File: src/rtl/srs_dummy_unused.sv
`timescale 1ns/10ps
`default_nettype none
`default_nettype wire

File: src/rtl/srs_pkg.sv
// Purpose: Shared constants and types for the system reset sequencer
// Assumes: clk is the always-running internal reference clock at 20 MHz
// Notes: Times are kept in ns; cycle counts derive from the clock period
//
// Functional notes
// - Power-on and brown-out are cold resets; clock source comes from config word
// - Other resets are warm; clock stays as current oscillator field bits 14:12
// - After supply power-up, hold master reset for the 30 us extension
// - Brown-out holds reset while supply low, plus 100 us extension afterward
// - Power-up timer delay follows; then master reset releases, oscillator starts
// - Power-up delay from 3-bit config field, eight settings 0 to 128 ms
// - Extension plus power-up delay restart on every supply recovery
// - Clock-ready delay chain depends on oscillator mode
// - Crystal and secondary modes count 1024 oscillator periods
// - PLL modes wait 1.5 ms lock time
// - Start-up delay 1.1 us for fast RC, 70 us for low-power RC
// - When clock ready, processor fetches from address zero
// - Clock-fail monitor starts 900 us after clock ready, if enabled
// - Power-on sets cause flag bit 0
// - Brown-out sets cause flag bit 1
// - Master clear pin low past minimum width resets and sets its flag
// - Reset instruction pulses master reset one cycle, keeps clock, refetches
// - Software reset sets cause flag bit 6
// - Master reset is the OR of all active reset sources
// - Power-on clears other flags; software may set or clear any flag
// - External reset cause flag sits at bit 7

package srs_pkg;

    // ----------------------------------------------------------------
    // Register port
    // ----------------------------------------------------------------
    localparam int ADDR_W = 4;
    localparam int DATA_W = 16;
    localparam logic [ADDR_W-1:0] OFS_RESET_CONTROL = 4'h0;
    localparam logic [ADDR_W-1:0] OFS_OSC_CONTROL = 4'h1;
    localparam int BIT_POR = 0;
    localparam int BIT_BOR = 1;
    localparam int BIT_SWR = 6;
    localparam int BIT_EXTERNAL_RESET_FLAG = 7;
    localparam int CURRENT_OSCILLATOR_SELECT_LSB = 12;
    localparam logic [DATA_W-1:0] RESET_CONTROL_INIT = 16'h0003;
    localparam logic [DATA_W-1:0] RESET_CONTROL_MASK = 16'h00c3;
    localparam logic [23:0] RESET_VECTOR = 24'h000000;

    // ----------------------------------------------------------------
    // Timing
    // ----------------------------------------------------------------
    localparam int CNT_W = 22;
    localparam int CLK_PERIOD_NS = 50;
    localparam int T_POR_EXT_NS = 30000;
    localparam int T_BOR_EXT_NS = 100000;
    localparam int T_OSCD_FRC_NS = 1100;
    localparam int T_OSCD_LOW_POWER_INTERNAL_RC_NS = 70000;
    localparam int T_LOCK_NS = 1500000;
    localparam int T_MONITOR_NS = 900000;
    localparam int T_POWERUP_TIMER_STEP_NS = 1000000;
    localparam int OST_PERIODS = 1024;
    localparam int POWERUP_TIMER_SEL_W = 3;
    localparam int MIN_PULSE_DEF = 4;
    localparam int OSCD_XTAL_DEF = 1;
    localparam logic [CNT_W-1:0] POR_EXT_CYC = CNT_W'(T_POR_EXT_NS / CLK_PERIOD_NS);
    localparam logic [CNT_W-1:0] BOR_EXT_CYC = CNT_W'(T_BOR_EXT_NS / CLK_PERIOD_NS);
    localparam logic [CNT_W-1:0] OSCD_FRC_CYC = CNT_W'(T_OSCD_FRC_NS / CLK_PERIOD_NS);
    localparam logic [CNT_W-1:0] OSCD_LOW_POWER_INTERNAL_RC_CYC = CNT_W'(T_OSCD_LOW_POWER_INTERNAL_RC_NS / CLK_PERIOD_NS);
    localparam logic [CNT_W-1:0] OST_CYC = CNT_W'(OST_PERIODS);

    // ----------------------------------------------------------------
    // Oscillator selections and sequencer states
    // ----------------------------------------------------------------
    typedef enum logic [2:0] {
        OSC_FRC = 3'b000,
        OSC_FRC_PLL = 3'b001,
        OSC_PRI = 3'b010,
        OSC_PRI_PLL = 3'b011,
        OSC_SECONDARY_OSCILLATOR = 3'b100,
        OSC_LOW_POWER_INTERNAL_RC = 3'b101,
        OSC_FRC_DIV16 = 3'b110,
        OSC_FRC_DIVN = 3'b111
    } srs_osc_t;

    typedef enum logic [1:0] {
        PRI_EXT_CLOCK = 2'b00,
        PRI_CRYSTAL = 2'b01,
        PRI_HS_CRYSTAL = 2'b10
    } srs_pri_t;

    typedef enum logic [3:0] {
        ST_POR_EXT = 4'b0000,
        ST_BOR_EXT = 4'b0001,
        ST_POWERUP_TIMER = 4'b0010,
        ST_OSCD = 4'b0011,
        ST_OST = 4'b0100,
        ST_LOCK = 4'b0101,
        ST_RUN = 4'b0110,
        ST_EXT_HOLD = 4'b0111,
        ST_SW_RST = 4'b1000
    } srs_state_t;

endpackage : srs_pkg

File: src/rtl/srs_clear_if.sv
// Purpose: Carrier between the sequencer and its master clear filter
// Assumes: pin level is raw and asynchronous
// Notes: asserted is a registered level
`timescale 1ns/10ps
`default_nettype none

interface srs_clear_if;
    logic pin_n;
    logic asserted;
    modport filt (input pin_n, output asserted);
    modport seq (output pin_n, input asserted);
endinterface : srs_clear_if

`default_nettype wire

File: src/rtl/srs_sequencer.sv
// Purpose: System reset sequencer: combines reset sources, times release
// Assumes: clk is the always-running reference clock; osc_tick one pulse
//          per selected-oscillator period, synchronous to clk
// Notes: Long delays are parameters so simulation can shorten them
`timescale 1ns/10ps
`default_nettype none

module srs_sequencer #(
    parameter int unsigned LOCK_CYC = srs_pkg::T_LOCK_NS / srs_pkg::CLK_PERIOD_NS,
    parameter int unsigned MONITOR_CYC = srs_pkg::T_MONITOR_NS / srs_pkg::CLK_PERIOD_NS,
    parameter int unsigned POWERUP_TIMER_STEP_CYC = srs_pkg::T_POWERUP_TIMER_STEP_NS / srs_pkg::CLK_PERIOD_NS,
    parameter int unsigned OSCD_XTAL_CYC = srs_pkg::OSCD_XTAL_DEF,
    parameter int unsigned MIN_PULSE_CYC = srs_pkg::MIN_PULSE_DEF
) (
    input wire logic clk,
    input wire logic rst_n,
    input wire logic supply_above_por,
    input wire logic supply_above_bor,
    input wire logic master_clear_pin_n,
    input wire logic reset_instr,
    input wire logic osc_tick,
    input wire logic [2:0] new_oscillator_select_cfg,
    input wire logic [1:0] primary_mode,
    input wire logic [srs_pkg::POWERUP_TIMER_SEL_W-1:0] powerup_delay_select,
    input wire logic monitor_enable,
    input wire logic [srs_pkg::ADDR_W-1:0] reg_addr,
    input wire logic [srs_pkg::DATA_W-1:0] reg_wdata,
    input wire logic reg_wr,
    input wire logic reg_rd,
    output logic [srs_pkg::DATA_W-1:0] reg_rdata,
    output logic master_reset_signal,
    output logic osc_enable,
    output logic clock_ready,
    output logic vector_fetch,
    output logic [23:0] fetch_address,
    output logic monitor_active,
    output logic [2:0] current_oscillator_select
);
    import srs_pkg::*;

    // ----------------------------------------------------------------
    // State
    // ----------------------------------------------------------------
    typedef struct packed {
        srs_state_t st;
        logic [CNT_W-1:0] cnt;
        logic [CNT_W-1:0] mon_cnt;
        logic [1:0] por_sync;
        logic [1:0] bor_sync;
        logic [DATA_W-1:0] flags;
        logic [2:0] cur_osc;
        logic mreset;
        logic osc_en;
        logic clk_ready;
        logic fetch;
        logic [23:0] fetch_addr;
        logic mon_active;
        logic [DATA_W-1:0] rdata;
    } srs_seq_t;

    localparam srs_seq_t SEQ_RESET = '{
        st: ST_POR_EXT,
        cnt: '0,
        mon_cnt: '0,
        por_sync: 2'h0,
        bor_sync: 2'h0,
        flags: RESET_CONTROL_INIT,
        cur_osc: 3'h0,
        mreset: 1'b1,
        osc_en: 1'b0,
        clk_ready: 1'b0,
        fetch: 1'b0,
        fetch_addr: RESET_VECTOR,
        mon_active: 1'b0,
        rdata: '0
    };

    srs_seq_t s;
    srs_seq_t next_s;
    logic master_clear_pin_asserted;

    srs_clear_if clr_if ();

    assign clr_if.pin_n = master_clear_pin_n;
    assign master_clear_pin_asserted = clr_if.asserted;

    srs_clear_filter #(
        .MIN_PULSE_CYC(MIN_PULSE_CYC)
    ) u_clear_filter (
        .clk(clk),
        .rst_n(rst_n),
        .link(clr_if)
    );

    // ----------------------------------------------------------------
    // Oscillator mode decoding
    // ----------------------------------------------------------------
    function automatic logic is_primary(input logic [2:0] osc);
        return (osc == OSC_PRI) || (osc == OSC_PRI_PLL);
    endfunction : is_primary

    function automatic logic needs_oscd(input logic [2:0] osc, input logic [1:0] pri);
        return !(is_primary(osc) && pri == PRI_EXT_CLOCK);
    endfunction : needs_oscd

    function automatic logic needs_ost(input logic [2:0] osc, input logic [1:0] pri);
        return (osc == OSC_SECONDARY_OSCILLATOR) || (is_primary(osc) &&
            (pri == PRI_CRYSTAL || pri == PRI_HS_CRYSTAL));
    endfunction : needs_ost

    function automatic logic needs_lock(input logic [2:0] osc);
        return (osc == OSC_FRC_PLL) || (osc == OSC_PRI_PLL);
    endfunction : needs_lock

    function automatic logic [CNT_W-1:0] oscd_len(input logic [2:0] osc);
        if (osc == OSC_LOW_POWER_INTERNAL_RC) begin
            return OSCD_LOW_POWER_INTERNAL_RC_CYC;
        end else if (is_primary(osc) || osc == OSC_SECONDARY_OSCILLATOR) begin
            return CNT_W'(OSCD_XTAL_CYC);
        end
        return OSCD_FRC_CYC;
    endfunction : oscd_len

    // Next phase of the clock-ready chain after the current one
    function automatic srs_state_t after_phase(input srs_state_t cur,
                                               input logic [2:0] osc,
                                               input logic [1:0] pri);
        if (cur == ST_POWERUP_TIMER && needs_oscd(osc, pri)) begin
            return ST_OSCD;
        end else if ((cur == ST_POWERUP_TIMER || cur == ST_OSCD) && needs_ost(osc, pri)) begin
            return ST_OST;
        end else if (cur != ST_LOCK && needs_lock(osc)) begin
            return ST_LOCK;
        end
        return ST_RUN;
    endfunction : after_phase

    function automatic logic [CNT_W-1:0] phase_len(input srs_state_t st,
                                                   input logic [2:0] osc);
        unique case (st)
            ST_OSCD: return oscd_len(osc);
            ST_OST: return OST_CYC;
            ST_LOCK: return CNT_W'(LOCK_CYC);
            default: return '0;
        endcase
    endfunction : phase_len

    function automatic logic [CNT_W-1:0] powerup_timer_len(input logic [POWERUP_TIMER_SEL_W-1:0] sel);
        int unsigned step;
        step = (sel == '0) ? 0 : (1 << sel);
        return CNT_W'(step * POWERUP_TIMER_STEP_CYC);
    endfunction : powerup_timer_len

    // ----------------------------------------------------------------
    // Sequencer
    // ----------------------------------------------------------------
    logic por_ok;
    logic bor_ok;
    logic done;
    logic cold;
    logic sw_req;

    always_comb begin
        next_s = s;
        next_s.fetch = 1'b0;
        next_s.rdata = '0;
        next_s.por_sync = {s.por_sync[0], supply_above_por};
        next_s.bor_sync = {s.bor_sync[0], supply_above_bor};
        por_ok = s.por_sync[1];
        bor_ok = s.bor_sync[1];
        done = (s.cnt <= CNT_W'(1));
        sw_req = reset_instr && (s.st == ST_RUN);
        unique case (s.st)
            ST_POR_EXT: begin
                if (!por_ok) begin
                    next_s.cnt = POR_EXT_CYC;
                end else if (done) begin
                    next_s.st = ST_BOR_EXT;
                    next_s.cnt = BOR_EXT_CYC;
                end else begin
                    next_s.cnt = s.cnt - CNT_W'(1);
                end
            end
            ST_BOR_EXT: begin
                if (!bor_ok) begin
                    next_s.cnt = BOR_EXT_CYC;
                end else if (done) begin
                    next_s.st = ST_POWERUP_TIMER;
                    next_s.cnt = powerup_timer_len(powerup_delay_select);
                end else begin
                    next_s.cnt = s.cnt - CNT_W'(1);
                end
            end
            ST_POWERUP_TIMER, ST_OSCD, ST_LOCK: begin
                if (done) begin
                    next_s.st = after_phase(s.st, s.cur_osc, primary_mode);
                    next_s.cnt = phase_len(next_s.st, s.cur_osc);
                end else begin
                    next_s.cnt = s.cnt - CNT_W'(1);
                end
            end
            ST_OST: begin
                if (osc_tick && done) begin
                    next_s.st = after_phase(s.st, s.cur_osc, primary_mode);
                    next_s.cnt = phase_len(next_s.st, s.cur_osc);
                end else if (osc_tick) begin
                    next_s.cnt = s.cnt - CNT_W'(1);
                end
            end
            ST_RUN: begin
                if (sw_req) begin
                    next_s.st = ST_SW_RST;
                end
            end
            ST_EXT_HOLD: begin
                if (!master_clear_pin_asserted) begin
                    next_s.st = ST_RUN;
                end
            end
            ST_SW_RST: begin
                next_s.st = ST_RUN;
            end
            default: begin
                next_s.st = ST_POR_EXT;
                next_s.cnt = POR_EXT_CYC;
            end
        endcase

        // Supply events override everything and restart the delays
        if (!por_ok) begin
            next_s.st = ST_POR_EXT;
            next_s.cnt = POR_EXT_CYC;
        end else if (!bor_ok) begin
            next_s.st = ST_BOR_EXT;
            next_s.cnt = BOR_EXT_CYC;
        end else if (master_clear_pin_asserted && (next_s.st == ST_RUN || next_s.st == ST_SW_RST)) begin
            next_s.st = ST_EXT_HOLD;
        end

        cold = (next_s.st == ST_POR_EXT) || (next_s.st == ST_BOR_EXT);
        if (cold) begin
            next_s.cur_osc = new_oscillator_select_cfg;
        end
        next_s.osc_en = !cold && (next_s.st != ST_POWERUP_TIMER);
        next_s.clk_ready = (next_s.st == ST_RUN) || (next_s.st == ST_EXT_HOLD)
            || (next_s.st == ST_SW_RST);
        next_s.mreset = cold || (next_s.st == ST_POWERUP_TIMER) || (next_s.st == ST_EXT_HOLD)
            || (next_s.st == ST_SW_RST) || master_clear_pin_asserted;
        if (next_s.st == ST_RUN && s.st != ST_RUN) begin
            next_s.fetch = 1'b1;
            next_s.fetch_addr = RESET_VECTOR;
        end

        // Clock-fail monitor start delay, kept across warm resets
        if (!monitor_enable || cold) begin
            next_s.mon_active = 1'b0;
            next_s.mon_cnt = CNT_W'(MONITOR_CYC);
        end else if (s.clk_ready && !s.mon_active) begin
            if (s.mon_cnt <= CNT_W'(1)) begin
                next_s.mon_active = 1'b1;
            end else begin
                next_s.mon_cnt = s.mon_cnt - CNT_W'(1);
            end
        end

        // Cause flags: software write first, hardware events win
        if (reg_wr && reg_addr == OFS_RESET_CONTROL) begin
            next_s.flags = reg_wdata & RESET_CONTROL_MASK;
        end
        if (!por_ok) begin
            next_s.flags = '0;
            next_s.flags[BIT_POR] = 1'b1;
        end else begin
            if (!bor_ok) begin
                next_s.flags[BIT_BOR] = 1'b1;
            end
            if (master_clear_pin_asserted) begin
                next_s.flags[BIT_EXTERNAL_RESET_FLAG] = 1'b1;
            end
            if (sw_req) begin
                next_s.flags[BIT_SWR] = 1'b1;
            end
        end

        if (reg_rd) begin
            if (reg_addr == OFS_RESET_CONTROL) begin
                next_s.rdata = s.flags;
            end else if (reg_addr == OFS_OSC_CONTROL) begin
                next_s.rdata = DATA_W'({s.cur_osc, CURRENT_OSCILLATOR_SELECT_LSB'(0)});
            end
        end
    end

    // Counters run on the reference clock, never the system clock
    always_ff @(posedge clk) begin
        if (!rst_n) begin
            s <= SEQ_RESET;
        end else begin
            s <= next_s;
        end
    end

    // ----------------------------------------------------------------
    // Outputs
    // ----------------------------------------------------------------
    assign reg_rdata = s.rdata;
    assign master_reset_signal = s.mreset;
    assign osc_enable = s.osc_en;
    assign clock_ready = s.clk_ready;
    assign vector_fetch = s.fetch;
    assign fetch_address = s.fetch_addr;
    assign monitor_active = s.mon_active;
    assign current_oscillator_select = s.cur_osc;

endmodule : srs_sequencer

`default_nettype wire

File: src/rtl/srs_clear_filter.sv
// Purpose: Synchronise and glitch-filter the master clear pin
// Assumes: pin is active low and asynchronous
// Notes: asserted rises after MIN_PULSE_CYC low samples, falls on first high
`timescale 1ns/10ps
`default_nettype none

module srs_clear_filter #(
    parameter int MIN_PULSE_CYC = srs_pkg::MIN_PULSE_DEF
) (
    input wire logic clk,
    input wire logic rst_n,
    srs_clear_if.filt link
);
    import srs_pkg::*;

    typedef struct packed {
        logic [1:0] sync;
        logic [15:0] cnt;
        logic asserted;
    } srs_filt_t;

    srs_filt_t s;
    srs_filt_t next_s;

    always_comb begin
        next_s = s;
        next_s.sync = {s.sync[0], link.pin_n};
        if (s.sync[1]) begin
            next_s.cnt = '0;
            next_s.asserted = 1'b0;
        end else if (s.cnt >= 16'(MIN_PULSE_CYC - 1)) begin
            next_s.asserted = 1'b1;
        end else begin
            next_s.cnt = s.cnt + 16'h0001;
        end
    end

    always_ff @(posedge clk) begin
        if (!rst_n) begin
            s <= '{sync: 2'h3, cnt: 16'h0000, asserted: 1'b0};
        end else begin
            s <= next_s;
        end
    end

    assign link.asserted = s.asserted;

endmodule : srs_clear_filter

`default_nettype wire

File: config.mk
export PLATFORM = sky130hd
export DESIGN_NAME = srs_sequencer
export DESIGN_NICKNAME = d
export VERILOG_FILES = /design/src/rtl/srs_dummy_unused.sv /design/src/rtl/srs_pkg.sv /design/src/rtl/srs_clear_if.sv /design/src/rtl/srs_sequencer.sv /design/src/rtl/srs_clear_filter.sv
export SDC_FILE = /design/constraint.sdc
export NUM_CORES = 1
export LEC_CHECK = 0
export BUFFER_PORTS_ARGS = -buffer_cell sky130_fd_sc_hd__buf_2
export CORE_AREA = 8 8 120 122
export CTS_CLUSTER_SIZE = 25
export DETAILED_ROUTE_END_ITERATION = 16
export DIE_AREA = 0 0 128 130
export PLACE_DENSITY = 0.7
export SLEW_MARGIN = 40
export SYNTH_ARGS = -nofsm -noshare
export SYNTH_HDL_FRONTEND = slang
export SYNTH_HIERARCHICAL = 1
export SYNTH_SLANG_ARGS = --single-unit
File: constraint.sdc
create_clock -name clk -period 5.9 [get_ports clk]
set_clock_uncertainty 0.1 [all_clocks]
set_input_delay 0.885 -clock clk [delete_from_list [all_inputs] [get_ports clk]]
set_output_delay 0.885 -clock clk [all_outputs]
set_load 0.02 [all_outputs]
=== Yosys cells after proc, flatten, opt, wreduce, memory -nomap -nowiden ===
Index checks and enable logic that the tools add are counted.

* Flip-flop bits (word level): 90
* Logic and storage cells: 188
* Output and inout port bits: 48

* Bitwise logic cells: 5
* Shifts and indexed selects: 1
* Add/subtract/negate cells: 3
* Reduce and logical (&&, ||, !) cells: 53
* $lt $le $gt $ge: 3
* Multiply operators: 1
* Muxes and demuxes: 60
* Equality and inequality tests: 39

{| class="wikitable"
|+ Operators by type and width
! cell !! count
|-
| 22-bit 2-to-1 mux || 10
|-
| 22-bit one-hot mux with 3 select lines || 2
|-
| 22-bit one-hot mux with 5 select lines || 1
|-
| 4-bit 2-to-1 mux || 19
|-
| 15-bit 2-to-1 mux || 3
|-
| 4-bit by 3-bit == test with 1-bit output (second input constant) || 11
|-
| 22-bit by 1-bit less-or-equal comparator with 1-bit output (second input constant) || 2
|-
| 22-bit by 1-bit subtractor with 22-bit output (second input constant) || 2
|-
| 32-bit by 10-bit multiplier with 17-bit output (second input constant) || 1
|-
| 32-bit 2-to-1 mux || 1
|-
| 1-bit by 3-bit << shifter with 32-bit output (first input constant) || 1
|-
| 4-bit one-hot mux with 7 select lines || 1
|-
| 26-bit 2-to-1 mux || 1
|-
| 25-bit 2-to-1 mux || 1
|-
| 4-bit by 2-bit == test with 1-bit output (second input constant) || 5
|-
| 1-bit 2-to-1 mux || 19
|-
| 16-bit by 1-bit adder with 16-bit output (second input constant) || 1
|-
| 16-bit by 2-bit >= comparator with 1-bit output (second input constant) || 1
|-
| 8-bit 2-to-1 mux || 2
|-
| 2-bit AND reduction || 8
|-
| 1-bit logical OR || 15
|-
| 4-bit by 1-bit == test with 1-bit output (second input constant) || 3
|-
| 4-bit == test (second input constant) || 3
|-
| 1-bit logical AND || 12
|-
| other kinds (21) || 40
|}

=== Depth between registers and ports, before layout ===
Gate-level depths: netlist of the first run.

* Word-level depth: 28
* Depth in mapped cells: 18
* Gate-level depth less buffers: 17

=== Cells and area by module ===
The synthesis of the first run kept the hierarchy.

{| class="wikitable"
|+ Modules (own cells, without submodules)
! module !! instances !! area an instance (µm²) !! cells each !! sequential area each (µm²)
|-
| srs_sequencer || 1 || 5472.7 || 683 || 1421.4
|-
| srs_clear_filter || 1 || 603.1 || 52 || 380.4
|}

=== Worst setup path before layout of the first run ===
No wires, ideal clock.

* Path type: input -> register
* Start point: in powerup_delay_select[2] (netlist bit)
* End point: reg s[110] (netlist bit)
* Setup time: 0.117 ns
* Slack: 0.872 ns
* Stages on the path: 16
* Buffers on the path: 1
* Arrival: 4.811 ns
* Cells stage by stage: clkbuf_1 > nor2b_1 > nand2_1 > fa_1 > or3_1 > fa_1 > inv_1 > ha_1 > ha_1 > ha_1 > and4b_1 > a221oi_1 > a21oi_1 > xnor2_1 > o32ai_1 > a22o_1

* Longest elaborated chain between the ends: 5
* Elaborated cells between the ends (all ways): 6
* Classes of those cells: 1 x mul; 1 x shift; 3 x mux; 1 x reduce/logical

{| class="wikitable"
|+ RTL lines
! item !! line !! RTL
|-
| start: declaration || srs_sequencer.sv:24 || <nowiki>input wire logic [srs_pkg::POWERUP_TIMER_SEL_W-1:0] powerup_delay_select,</nowiki>
|-
| 3-bit logical NOT / 1-bit by 3-bit << shifter with 32-bit output (equally long branches) || srs_sequencer.sv:150 || <nowiki>step = (sel == '0) ? 0 : (1 << sel);</nowiki>
|-
| 32-bit 2-to-1 mux * || srs_sequencer.sv:150 ||
|-
| 32-bit by 10-bit multiplier with 17-bit output * || srs_sequencer.sv:151 || <nowiki>return CNT_W'(step * POWERUP_TIMER_STEP_CYC);</nowiki>
|-
| 22-bit 2-to-1 mux * || srs_sequencer.sv:187 || <nowiki>end else if (done) begin</nowiki>
|-
| 22-bit one-hot mux with 5 select lines * || srs_sequencer.sv:173 || <nowiki>unique case (s.st)</nowiki>
|-
| end signal: assignment || srs_sequencer.sv:299 || <nowiki>s <= next_s;</nowiki>
|-
| end: declaration || srs_sequencer.sv:78 || <nowiki>srs_seq_t s;</nowiki>
|}

Every way passes the cells marked *; elsewhere a longest branch is shown, timed or not.
A chain may end at the register's enable or synchronous reset.

=== Worst setup path after layout of the first run ===
Ends and elaborated chain as after synthesis.

==> results of run 1 <==
## layer usage
layer | wire length [um] | global-route usage | part of all wire
met5 | 0 | 0 | 0
met4 | 382 | 0.0839 | 0.025
met3 | 998 | 0.0408 | 0.065
met2 | 7080 | 0.306 | 0.46
met1 | 6840 | 0.226 | 0.45
## power by group
part	switching (mW)	internal [mW]	leakage (nW)
registers	0.0141	0.617	0.731
logic	0.100	0.0552	1.88
clock network	0.236	0.299	0.140
## logic make-up after synthesis
group / synth area share
xor+xnor: 0.0447
other cells: 0.00124
mux: 0.0152
compound gates: 0.181
flops: 0.297
buf+inv: 0.101
fa+ha+maj: 0.0939
simple gates: 0.266
## how the worst max path moves through the flow
stage                     depth (start not counted)  slack (ns)                   to
final                                            16        0.91  s[110]$_SDFFE_PN0P_
after global routing                             16        0.64  s[110]$_SDFFE_PN0P_
after CTS                                        16        0.95  s[110]$_SDFFE_PN0P_
after detailed placement                         16        0.59  s[110]$_SDFFE_PN0P_
after global placement                           16        0.74  s[110]$_SDFFE_PN0P_
after floorplan                                  16        0.87  s[110]$_SDFFE_PN0P_
## flip-flops by register name, indices dropped and copies added, names as in the netlist
name and flops:
bor_ok 1, u_clear_filter/next_s 1, vector_fetch 1, u_clear_filter/link.asserted 1
master_reset_signal 1, reg_rdata 7, osc_enable 1, u_clear_filter/s 17
por_ok 1, clock_ready 1, next_s 2, monitor_active 1
s 52, current_oscillator_select 3
## worst max-delay path, cell delays in order
cell	delay [ns]
buf_2	0.16
nor2b_1	0.24
nand2_1	0.13
fa_1	0.46
or3_1	0.38
fa_1	0.52
inv_1	0.05
ha_1	0.29
ha_1	0.30
ha_1	0.35
and4b_1	0.21
a221oi_1	0.49
a21oi_1	0.15
xnor2_1	0.17
o32ai_1	0.10
a22o_1	0.23
## through the flow
step	util	instance area (sq um)	setup slack [ns]	power, mW
floorplan	-	6200	0.872	0.777
global placement	0.495	6150	0.736	0.792
detailed placement	0.495	6150	0.595	0.796
CTS	0.518	6420	0.946	1.33
global route	0.518	6440	0.645	1.38
finish	0.518	6440	0.908	1.32
## cell type report
class                      instances  area (sq um)  area share
multi-input combinational        563          3790       0.589
sequential                        90          1800       0.280
clock buffer                      11           243      0.0377
tap                              172           215      0.0334
timing repair buffer              41           208      0.0323
inverter                          38           143      0.0222
clock inverter                     5          36.3     0.00564
## cells in the final DEF (no fill, tap or decap), types with 13 or more instances in the layout
| master | count |
|---|---|
| dfxtp_1 | 90 |
| nand2_1 | 56 |
| nor2_1 | 40 |
| buf_2 | 40 |
| nor3_1 | 39 |
| inv_1 | 37 |
| ha_1 | 36 |
| conb_1 | 34 |
| and2_1 | 31 |
| a21oi_1 | 27 |
| nand3_1 | 26 |
| o21ai_0 | 26 |
| xnor2_1 | 18 |
| and3_1 | 14 |
| nor4_1 | 13 |
| xor2_1 | 13 |
==> reports/metrics.yaml, run 1 <==
slew_headroom: 0.414
report.final.slew_viol_count: 0
setup_viol: 0
crit_path_max_fanout: 10
hold_buffers: 0
holdPathEnd: "u_clear_filter/s[18]$_SDFF_PN1_"
synthTopCellsByArea: "dfxtp_1 30%, ha_1 7.4%, buf_4 5.8%, nand2_1 3.5%, nor3_1 3.2%"
hold_path_class: "flip-flop to flip-flop"
irDropWorstVdd_uv: 201
yosys_warnings: 6
fin_tns_setup_ns: 0
clock_sinks: 90
place_congestion: 0.916
worstPathRequired_ns: 6.04
drt_iter0_drc: 342
ff2ff_setup_slack_ns: 2.25
cts_max_level: 3
ctsResizeCount: 0
hold_violations: 0
seq_area_frac_synth: 0.297
die_h_um: 130
synth_cell_types: 81
io_pins: 86
synth_commonest_cells: "90 x dfxtp_1, 56 x nand2_1, 47 x buf_4"
port_buffers: 40
vias: 5311
cts_tree: "done"
antenna_found_initial: 0
path_class: "input port to flip-flop"
place.detailed.hpwl_mm: 11.4
initial_core_util: 0.489
drt_first_pass_iters: 7
wirelength_mm: 15.3
ys_seq_elements: 90
grt_pass1_vias: 5098
leakage_nw: 2.75
grt_pass1_wl_mm: 24.9
cts_root_buf: "clkbuf_16"
layout.cells.non_filler: 920
core_sq_mm: 0.0124
overflow: 0
cts_setup_buffers: 0
worst_setup_path_start_kind: "input port"
grt_max_degree: 30
synth-main-ff-cell: "dfxtp_1"
synth_area_sq_mm: 0.00608
ant_nets: 0
crit_arrival_ns: 5.13
clk_latency_ns: 0.34
crit_path_start: "powerup_delay_select[2]"
num_antenna_cells: 0
drc_errors: 0
r2r_start: "s[92]$_SDFFE_PN0P_"
wl_per_cell_um: 16.6
holdWs_ns: 0.316
powerDensity_mw_per_mm2: 205
min_period_over_period: 0.846
die_w_um: 128
synth_top_area_share: 0.297
worst_slew_pin_slew_ns: 0.870
cts_buffers: 9
status: "completed"
dieArea_sq_mm: 0.0166
max_freq_mhz: 200
async_flop_share: 0
num_rows: 41
avgSynthCellArea_sq_um: 8.27
hold_depth: 1
yosysMostFrequentCell: "dfxtp_1"
reg2reg_to: "s[87]$_SDFFE_PP0P_"
yosys.area.top_type: "dfxtp_1"
nFillCells: 1209
clk_pin_slew_ns: 0.06
reg2regPathDepth: 6
drv_cap: 0
syn-instance-count: 735
grtUsageTotal: 0.185
hp-start: "u_clear_filter/next_s[18]$_SDFF_PN1_"
synthToLayoutAreaGrowth_pct: 5.93
fin_nets: 823
fin_crit_ns: 4.99
layout-drive-gt1-share: 0.102
grt_setup_unrepaired: "false"
synth_edf_count: 0
dp.cells: 904
routed_via_density: 5.77
crit_path_end_kind: "flip-flop"
cts_buffer_depth: 2
No activity file was read; power rests on OpenSTA's default activity.
==> inputs of run 2 (changes only) <==
==> constraint.sdc (replaced) <==
create_clock -name clk -period 4.6 [get_ports clk]
set_clock_uncertainty 0.1 [all_clocks]
set_input_delay 0.69 -clock clk [delete_from_list [all_inputs] [get_ports clk]]
set_output_delay 0.69 -clock clk [all_outputs]
set_load 0.02 [all_outputs]
==> run 2 against run 1 <==
  * Critical path depth stayed put
  * Wire length grew 1.9%
  * Flip-flop and latch count stayed put
==> reports/metrics.yaml, run 2 (synthesized netlist as in run 1, its figures left out) <==
cts_tree: "done"
fin_nets: 835  # +1.5%
layout_commonest_cell: "dfxtp_1"
num_antenna_cells: 0  # unchanged
final_cell_mix: "90 x dfxtp_1, 56 x nand2_1, 40 x nor2_1, 40 x buf_2, 39 x nor3_1"
layout-drive-gt1-share: 0.120  # +0.0181
status: "completed"
crit_path_max_fanout: 3  # -7
antenna_found_initial: 0  # unchanged
hold_violations: 0  # unchanged
hold_path_class: "flip-flop to flip-flop"
worst_setup_path_start_kind: "input port"
fin_tns_setup_ns: 0  # unchanged
clock_sinks: 90  # unchanged
grt_setup_unrepaired: "false"
report.final.slew_viol_count: 0  # unchanged
worstPathRequired_ns: 4.74  # -1.30 ns
place.detailed.hpwl_mm: 11.7  # +2.4%
dpl_cell_area_sq_mm: 0.00626  # +1.8%
regMostFlops: "s"
cts_root_buf: "clkbuf_16"
leakage_nw: 2.81  # +2.2%
vias: 5425  # +2.1%
largest_reg_flops: 52  # unchanged
min_period_over_period: 0.953
die_h_um: 130  # unchanged
port_buffers: 40  # unchanged
synthToLayoutAreaGrowth_pct: 8.15
clk_pin_slew_ns: 0.07  # about the same
slew_headroom: 0.476  # +0.0613
path_class: "input port to flip-flop"
clk_latency_ns: 0.35  # about the same
cts_setup_buffers: 0  # unchanged
cts_max_level: 3  # unchanged
drt_first_pass_iters: 5  # -2
dieArea_sq_mm: 0.0166  # unchanged
initial_core_util: 0.489  # unchanged
powerDensity_mw_per_mm2: 268  # +31%
setup_viol: 0  # unchanged
core_sq_mm: 0.0124  # unchanged
crit_arrival_ns: 4.53  # -0.60 ns
drt_iter0_drc: 368  # +7.6%
finalPower_mw: 1.76  # +33%
grt_pass1_vias: 5197  # +1.9%
drc_errors: 0  # unchanged
irDropWorstVdd_uv: 161  # -20%
grt_pass1_wl_mm: 25.6  # +2.7%
io_pins: 86  # unchanged
grt_max_degree: 30  # unchanged
cts_buffer_depth: 2  # unchanged
place_congestion: 0.922  # +0.68%
num_rows: 41  # unchanged
ant_nets: 0  # unchanged
cts_buffers: 9  # unchanged
layout.cells.non_filler: 932  # +1.3%
worst_slew_pin_slew_ns: 0.779  # -0.0911 ns
stdcell_area_sq_mm: 0.00657  # +2.1%
overflow: 0  # unchanged
wirelength_mm: 15.6  # +1.9%
nFillCells: 1185  # -2.0%
routed_via_density: 5.82  # +0.83%
fin_crit_ns: 4.39
die_w_um: 128  # unchanged
max_freq_mhz: 228
hold_buffers: 0  # unchanged
wl_per_cell_um: 16.7  # +0.59%
ctsResizeCount: 0  # unchanged
crit_path_end_kind: "flip-flop"
grtUsageTotal: 0.189  # +0.00445
dp.cells: 916  # +1.3%
fin_util: 0.529  # +0.0109
drv_cap: 0  # unchanged
==> run 2: cell types whose count changed in the layout (fill, tap and decap cells not counted), sizes merged <==
| cell | previous run | this run |
|---|---|---|
| bufinv | 0 | 1 |
| clkinv | 4 | 2 |
| clkbuf | 11 | 10 |
| clkinvlp | 0 | 2 |
| buf | 41 | 53 |
==> run 2: final cells by class <==
class                           instances  area (sq um)  area share
Tap cell                              172           215      0.0327
Multi-Input combinational cell        563          3810       0.580
Clock inverter                          6          73.8      0.0112
Timing Repair Buffer                   53           298      0.0453
Clock buffer                           10           229      0.0348
Inverter                               38           143      0.0217
Sequential cell                        90          1800       0.274
==> run 2: critical path, cell delays in order <==
cell      delay [ns]
buf_2           0.11
nor2b_1         0.16
nand2_1         0.11
fa_1            0.47
or3_1           0.39
fa_1            0.53
inv_1           0.05
ha_1            0.29
ha_1            0.34
ha_4            0.26
and4b_1         0.19
a221oi_2        0.31
a21oi_1         0.14
xnor2_1         0.16
o32ai_1         0.10
a22o_1          0.24
==> run 2: report_power, final <==
part | internal (mW) | total [mW] | switching, mW
registers | 0.791 | 0.808 | 0.0175
clock network | 0.428 | 0.744 | 0.316
logic | 0.0787 | 0.211 | 0.133
total | 1.30 | 1.76 | 0.466
==> run 2: path summary, 6_finish.rpt <==
kind / from / endpoint / slack (ns) / cells past startpoint
worst min register to register: u_clear_filter/next_s[18]$_SDFF_PN1_ / u_clear_filter/s[18]$_SDFF_PN1_ / 0.32 / 1
worst max-delay path: powerup_delay_select[1] / s[110]$_SDFFE_PN0P_ / 0.21 / 16
worst max register to register: s[92]$_SDFFE_PN0P_ / s[82]$_SDFFE_PN0P_ / 1.29 / 6
worst min-delay path: u_clear_filter/next_s[18]$_SDFF_PN1_ / u_clear_filter/s[18]$_SDFF_PN1_ / 0.32 / 1
==> run 2: per-layer routing <==
| metal | GRT usage | up-vias | part of all wire |
|---|---|---|---|
| li1 | - | 2630 | - |
| met1 | 0.234 | 2574 | 0.43 |
| met2 | 0.317 | 182 | 0.47 |
| met3 | 0.0404 | 39 | 0.066 |
| met4 | 0.0741 | 0 | 0.025 |
| met5 | 0 | - | 0 |
==> run 2: metrics by stage <==
| stage | hold slack, ns | worst slack, ns |
|---|---|---|
| final | 0.320 | 0.214 |
| after global routing | 0.339 | 0.0349 |
| after detailed placement | 0.311 | -0.132 |
| after CTS | 0.326 | 0.226 |
| after floorplan | 0.286 | 0.0234 |
| after global placement | 0.301 | -0.0571 |
==> inputs of run 3 (changes only) <==
--- a/config.mk
+++ b/config.mk
@@ -6,13 +6,11 @@
 export NUM_CORES = 1
 export LEC_CHECK = 0
 export BUFFER_PORTS_ARGS = -buffer_cell sky130_fd_sc_hd__buf_2
-export CORE_AREA = 8 8 120 122
+export CORE_AREA = 8 8 150 152
 export CTS_CLUSTER_SIZE = 25
 export DETAILED_ROUTE_END_ITERATION = 16
-export DIE_AREA = 0 0 128 130
-export PLACE_DENSITY = 0.7
+export DIE_AREA = 0 0 158 160
 export SLEW_MARGIN = 40
 export SYNTH_ARGS = -nofsm -noshare
 export SYNTH_HDL_FRONTEND = slang
-export SYNTH_HIERARCHICAL = 1
 export SYNTH_SLANG_ARGS = --single-unit
==> run 3 against run 2 <==
  * Die area grew 52%
  * Clock power rose by 5.1%
  * Combinational power down 12%
  * Fmax grew 2.6%
  * Flip-flop and latch count unchanged
  * Worst hold slack worse by 0.0072 ns
  * Clock-buffer cell count down 1
  * Sequential power shrank 0.5%
  * Power rose by 0.39%
  * Largest cell class unchanged
==> reports/metrics.yaml, run 3 <==
leakage_nw: 2.63  # -6.6%
setup_viol: 0  # unchanged
ctsResizeCount: 0  # unchanged
crit_arrival_ns: 4.41  # -0.12 ns
yosys.area.top_type: "dfxtp_1"
worstPathRequired_ns: 4.74  # about the same
synthMuxAreaShare: 0.0138  # -0.00142
dp.cells: 1009  # +10%
drt_first_pass_iters: 6  # +1
place_congestion: 0.907  # -1.7%
path_class: "input port to flip-flop"
fin_nets: 830  # -0.60%
report.final.slew_viol_count: 0  # unchanged
nFillCells: 2196  # +85%
async_flop_share: 0  # unchanged
cts_setup_buffers: 0  # unchanged
clk_pin_slew_ns: 0.07  # about the same
die_h_um: 160  # +23%
synth_top_area_share: 0.306  # +0.00965
drc_errors: 0  # unchanged
drv_cap: 0  # unchanged
powerDensity_mw_per_mm2: 274  # +2.0%
num_rows: 52  # +27%
ff2ff_setup_slack_ns: 1.19  # -0.10 ns
grt_pass1_vias: 4689  # -9.8%
syn-instance-count: 732  # -0.41%
status: "completed"
yosys.area_share.simple: 0.267  # +0.00142
place.detailed.hpwl_mm: 10.7  # -8.2%
synth_commonest_cells: "90 x dfxtp_1, 83 x nor2_1, 58 x nand2_1"
core_sq_mm: 0.0200  # +61%
cts_tree: "done"
layout-drive-gt1-share: 0.107  # -0.0125
dieArea_sq_mm: 0.0253  # +52%
reg2reg_to: "s[69]$_SDFFE_PP0P_"
fin_util: 0.323  # -0.207
r2r_start: "s[104]$_SDFFE_PN0P_"
wirelength_mm: 14.4  # -7.9%
routed_via_density: 4.91  # -16%
hold_path_class: "flip-flop to flip-flop"
num_antenna_cells: 0  # unchanged
irDropWorstVdd_uv: 219  # +36%
grt_pass1_wl_mm: 23.7  # -7.2%
finalPower_mw: 1.77  # +0.39%
regMostFlops: "s"
synth_fa_ha_area_frac: 0.0970  # +0.00305
synth_compound_gate_area_share: 0.159  # -0.0217
antenna_found_initial: 0  # unchanged
clk_latency_ns: 0.34  # about the same
worst_slew_pin_slew_ns: 0.790  # +0.0105 ns
synth_top_family_by_area: "simple AND/OR/NAND/NOR gates"
min_period_over_period: 0.929  # -0.0241
grt_setup_unrepaired: "false"
cts_root_buf: "clkbuf_16"
avgSynthCellArea_sq_um: 8.04  # -2.8%
crit_path_max_fanout: 4  # +1
grtUsageTotal: 0.113  # -0.0768
seq_area_frac_synth: 0.306  # +0.00965
crit_path_end_kind: "flip-flop"
synth_area_sq_mm: 0.00588  # -3.2%
cts_max_level: 3  # unchanged
vias: 5031  # -7.3%
hold_depth: 1  # unchanged
io_pins: 86  # unchanged
die_w_um: 158  # +23%
yosys_warnings: 0  # -6
layout_commonest_cell: "dfxtp_1"
synth_edf_count: 0  # unchanged
clock_sinks: 90  # unchanged
synth-main-ff-cell: "dfxtp_1"
synthToLayoutAreaGrowth_pct: 9.93
synthTopCellsByArea: "dfxtp_1 31%, ha_1 7.7%, buf_4 5.6%, nor2_1 5.3%, xnor2_1 4.0%"
initial_core_util: 0.294  # -0.196
fin_tns_setup_ns: 0  # unchanged
max_freq_mhz: 234  # +2.6%
port_buffers: 40  # unchanged
hold_buffers: 0  # unchanged
reg2regPathDepth: 7  # +1
hold_violations: 0  # unchanged
cts_buffers: 9  # unchanged
layout.cells.non_filler: 1025  # +10%
synth-xor-area-share: 0.0566  # +0.0119
holdPathEnd: "u_clear_filter.s[18]$_SDFF_PN1_"
slew_headroom: 0.473  # -0.00293
fin_crit_ns: 4.27  # -0.111 ns
wl_per_cell_um: 14.0  # -16%
ant_nets: 0  # unchanged
largest_reg_flops: 52  # unchanged
worst_setup_path_start_kind: "input port"
holdWs_ns: 0.313  # -0.00721 ns
synth_cell_types: 70  # -14%
yosysMostFrequentCell: "dfxtp_1"
drt_iter0_drc: 308  # -16%
hp-start: "u_clear_filter.next_s[18]$_SDFF_PN1_"
grt_max_degree: 26  # -13%
ys_seq_elements: 90  # unchanged
cts_buffer_depth: 2  # unchanged
crit_path_start: "powerup_delay_select[2]"
overflow: 0  # unchanged
final_cell_mix: "90 x dfxtp_1, 83 x nor2_1, 58 x nand2_1"
run 3: changes by cell type after synthesis, moves of 7 or more:
cell	before	now
a31oi_1	4	12
xnor2_1	18	27
a21oi_1	27	35
o22ai_1	9	2
or3_1	5	12
nor3_1	39	20
inv_1	37	29
nor2_1	41	83
run 3: worst max-delay path by stage:
stage / cells after the start / slack [ns] / end
after floorplan: 17 / 0.007 / s[110]$_SDFFE_PN0P_
after global placement: 17 / 0.04 / s[110]$_SDFFE_PN0P_
after detailed placement: 17 / -0.03 / s[110]$_SDFFE_PN0P_
after CTS: 17 / 0.32 / s[110]$_SDFFE_PN0P_
after global routing: 17 / 0.13 / s[110]$_SDFFE_PN0P_
final: 17 / 0.33 / s[110]$_SDFFE_PN0P_
run 3: final cells by class:
class                   instances  area, sq um  share of cell area
flip-flops and latches         90         1800               0.279
well taps                     270          338              0.0522
multi-input cells             570         3630               0.561
clock inverters                 7         95.1              0.0147
repair buffers                 49          268              0.0414
inverters                      30          113              0.0174
clock buffers                   9          225              0.0348
run 3: kinds of logic after synthesis:
kind of cell / count (synthesis)
other: 2
adder cells (fa/ha/maj): 42
multiplexers: 8
flip-flops: 90
XOR/XNOR: 38
AO/OA/AOI/OAI: 143
buffers and inverters: 104
AND/OR/NAND/NOR: 305
run 3: critical path, stage by stage:
cell and delay, ns:
buf_2 0.10, and2_1 0.18, nand2_1 0.11, fa_1 0.49
or3_1 0.38, fa_1 0.51, inv_1 0.05, ha_1 0.29
ha_1 0.31, ha_1 0.35, a21oi_1 0.14, o22ai_1 0.10
a21oi_1 0.19, nor2b_1 0.07, o31a_1 0.25, xnor2_1 0.14
o21bai_1 0.07
run 3: through the flow:
step / worst slack [ns] / cell area (sq um)
6_report: 0.326 / 6470
3_5_place_dp: -0.0308 / 6140
2_1_floorplan: 0.00731 / 6000
3_3_place_gp: 0.0359 / 6140
5_1_grt: 0.129 / 6470
4_1_cts: 0.323 / 6460
run 3: metal layers:
| metal | wire [um] | GRT usage | vias to the layer above | part of all wire |
|---|---|---|---|---|
| met2 | 6330 | 0.172 | 151 | 0.44 |
| met3 | 886 | 0.0159 | 16 | 0.062 |
| met1 | 6940 | 0.159 | 2331 | 0.48 |
| met5 | 0 | 0 | - | 0 |
| li1 | - | - | 2533 | - |
| met4 | 200 | 0.0356 | 0 | 0.014 |
run 3: where the power goes:
part	switching [mW]	internal [mW]
clock	0.344	0.437
sequential	0.0147	0.789
combinational	0.118	0.0669
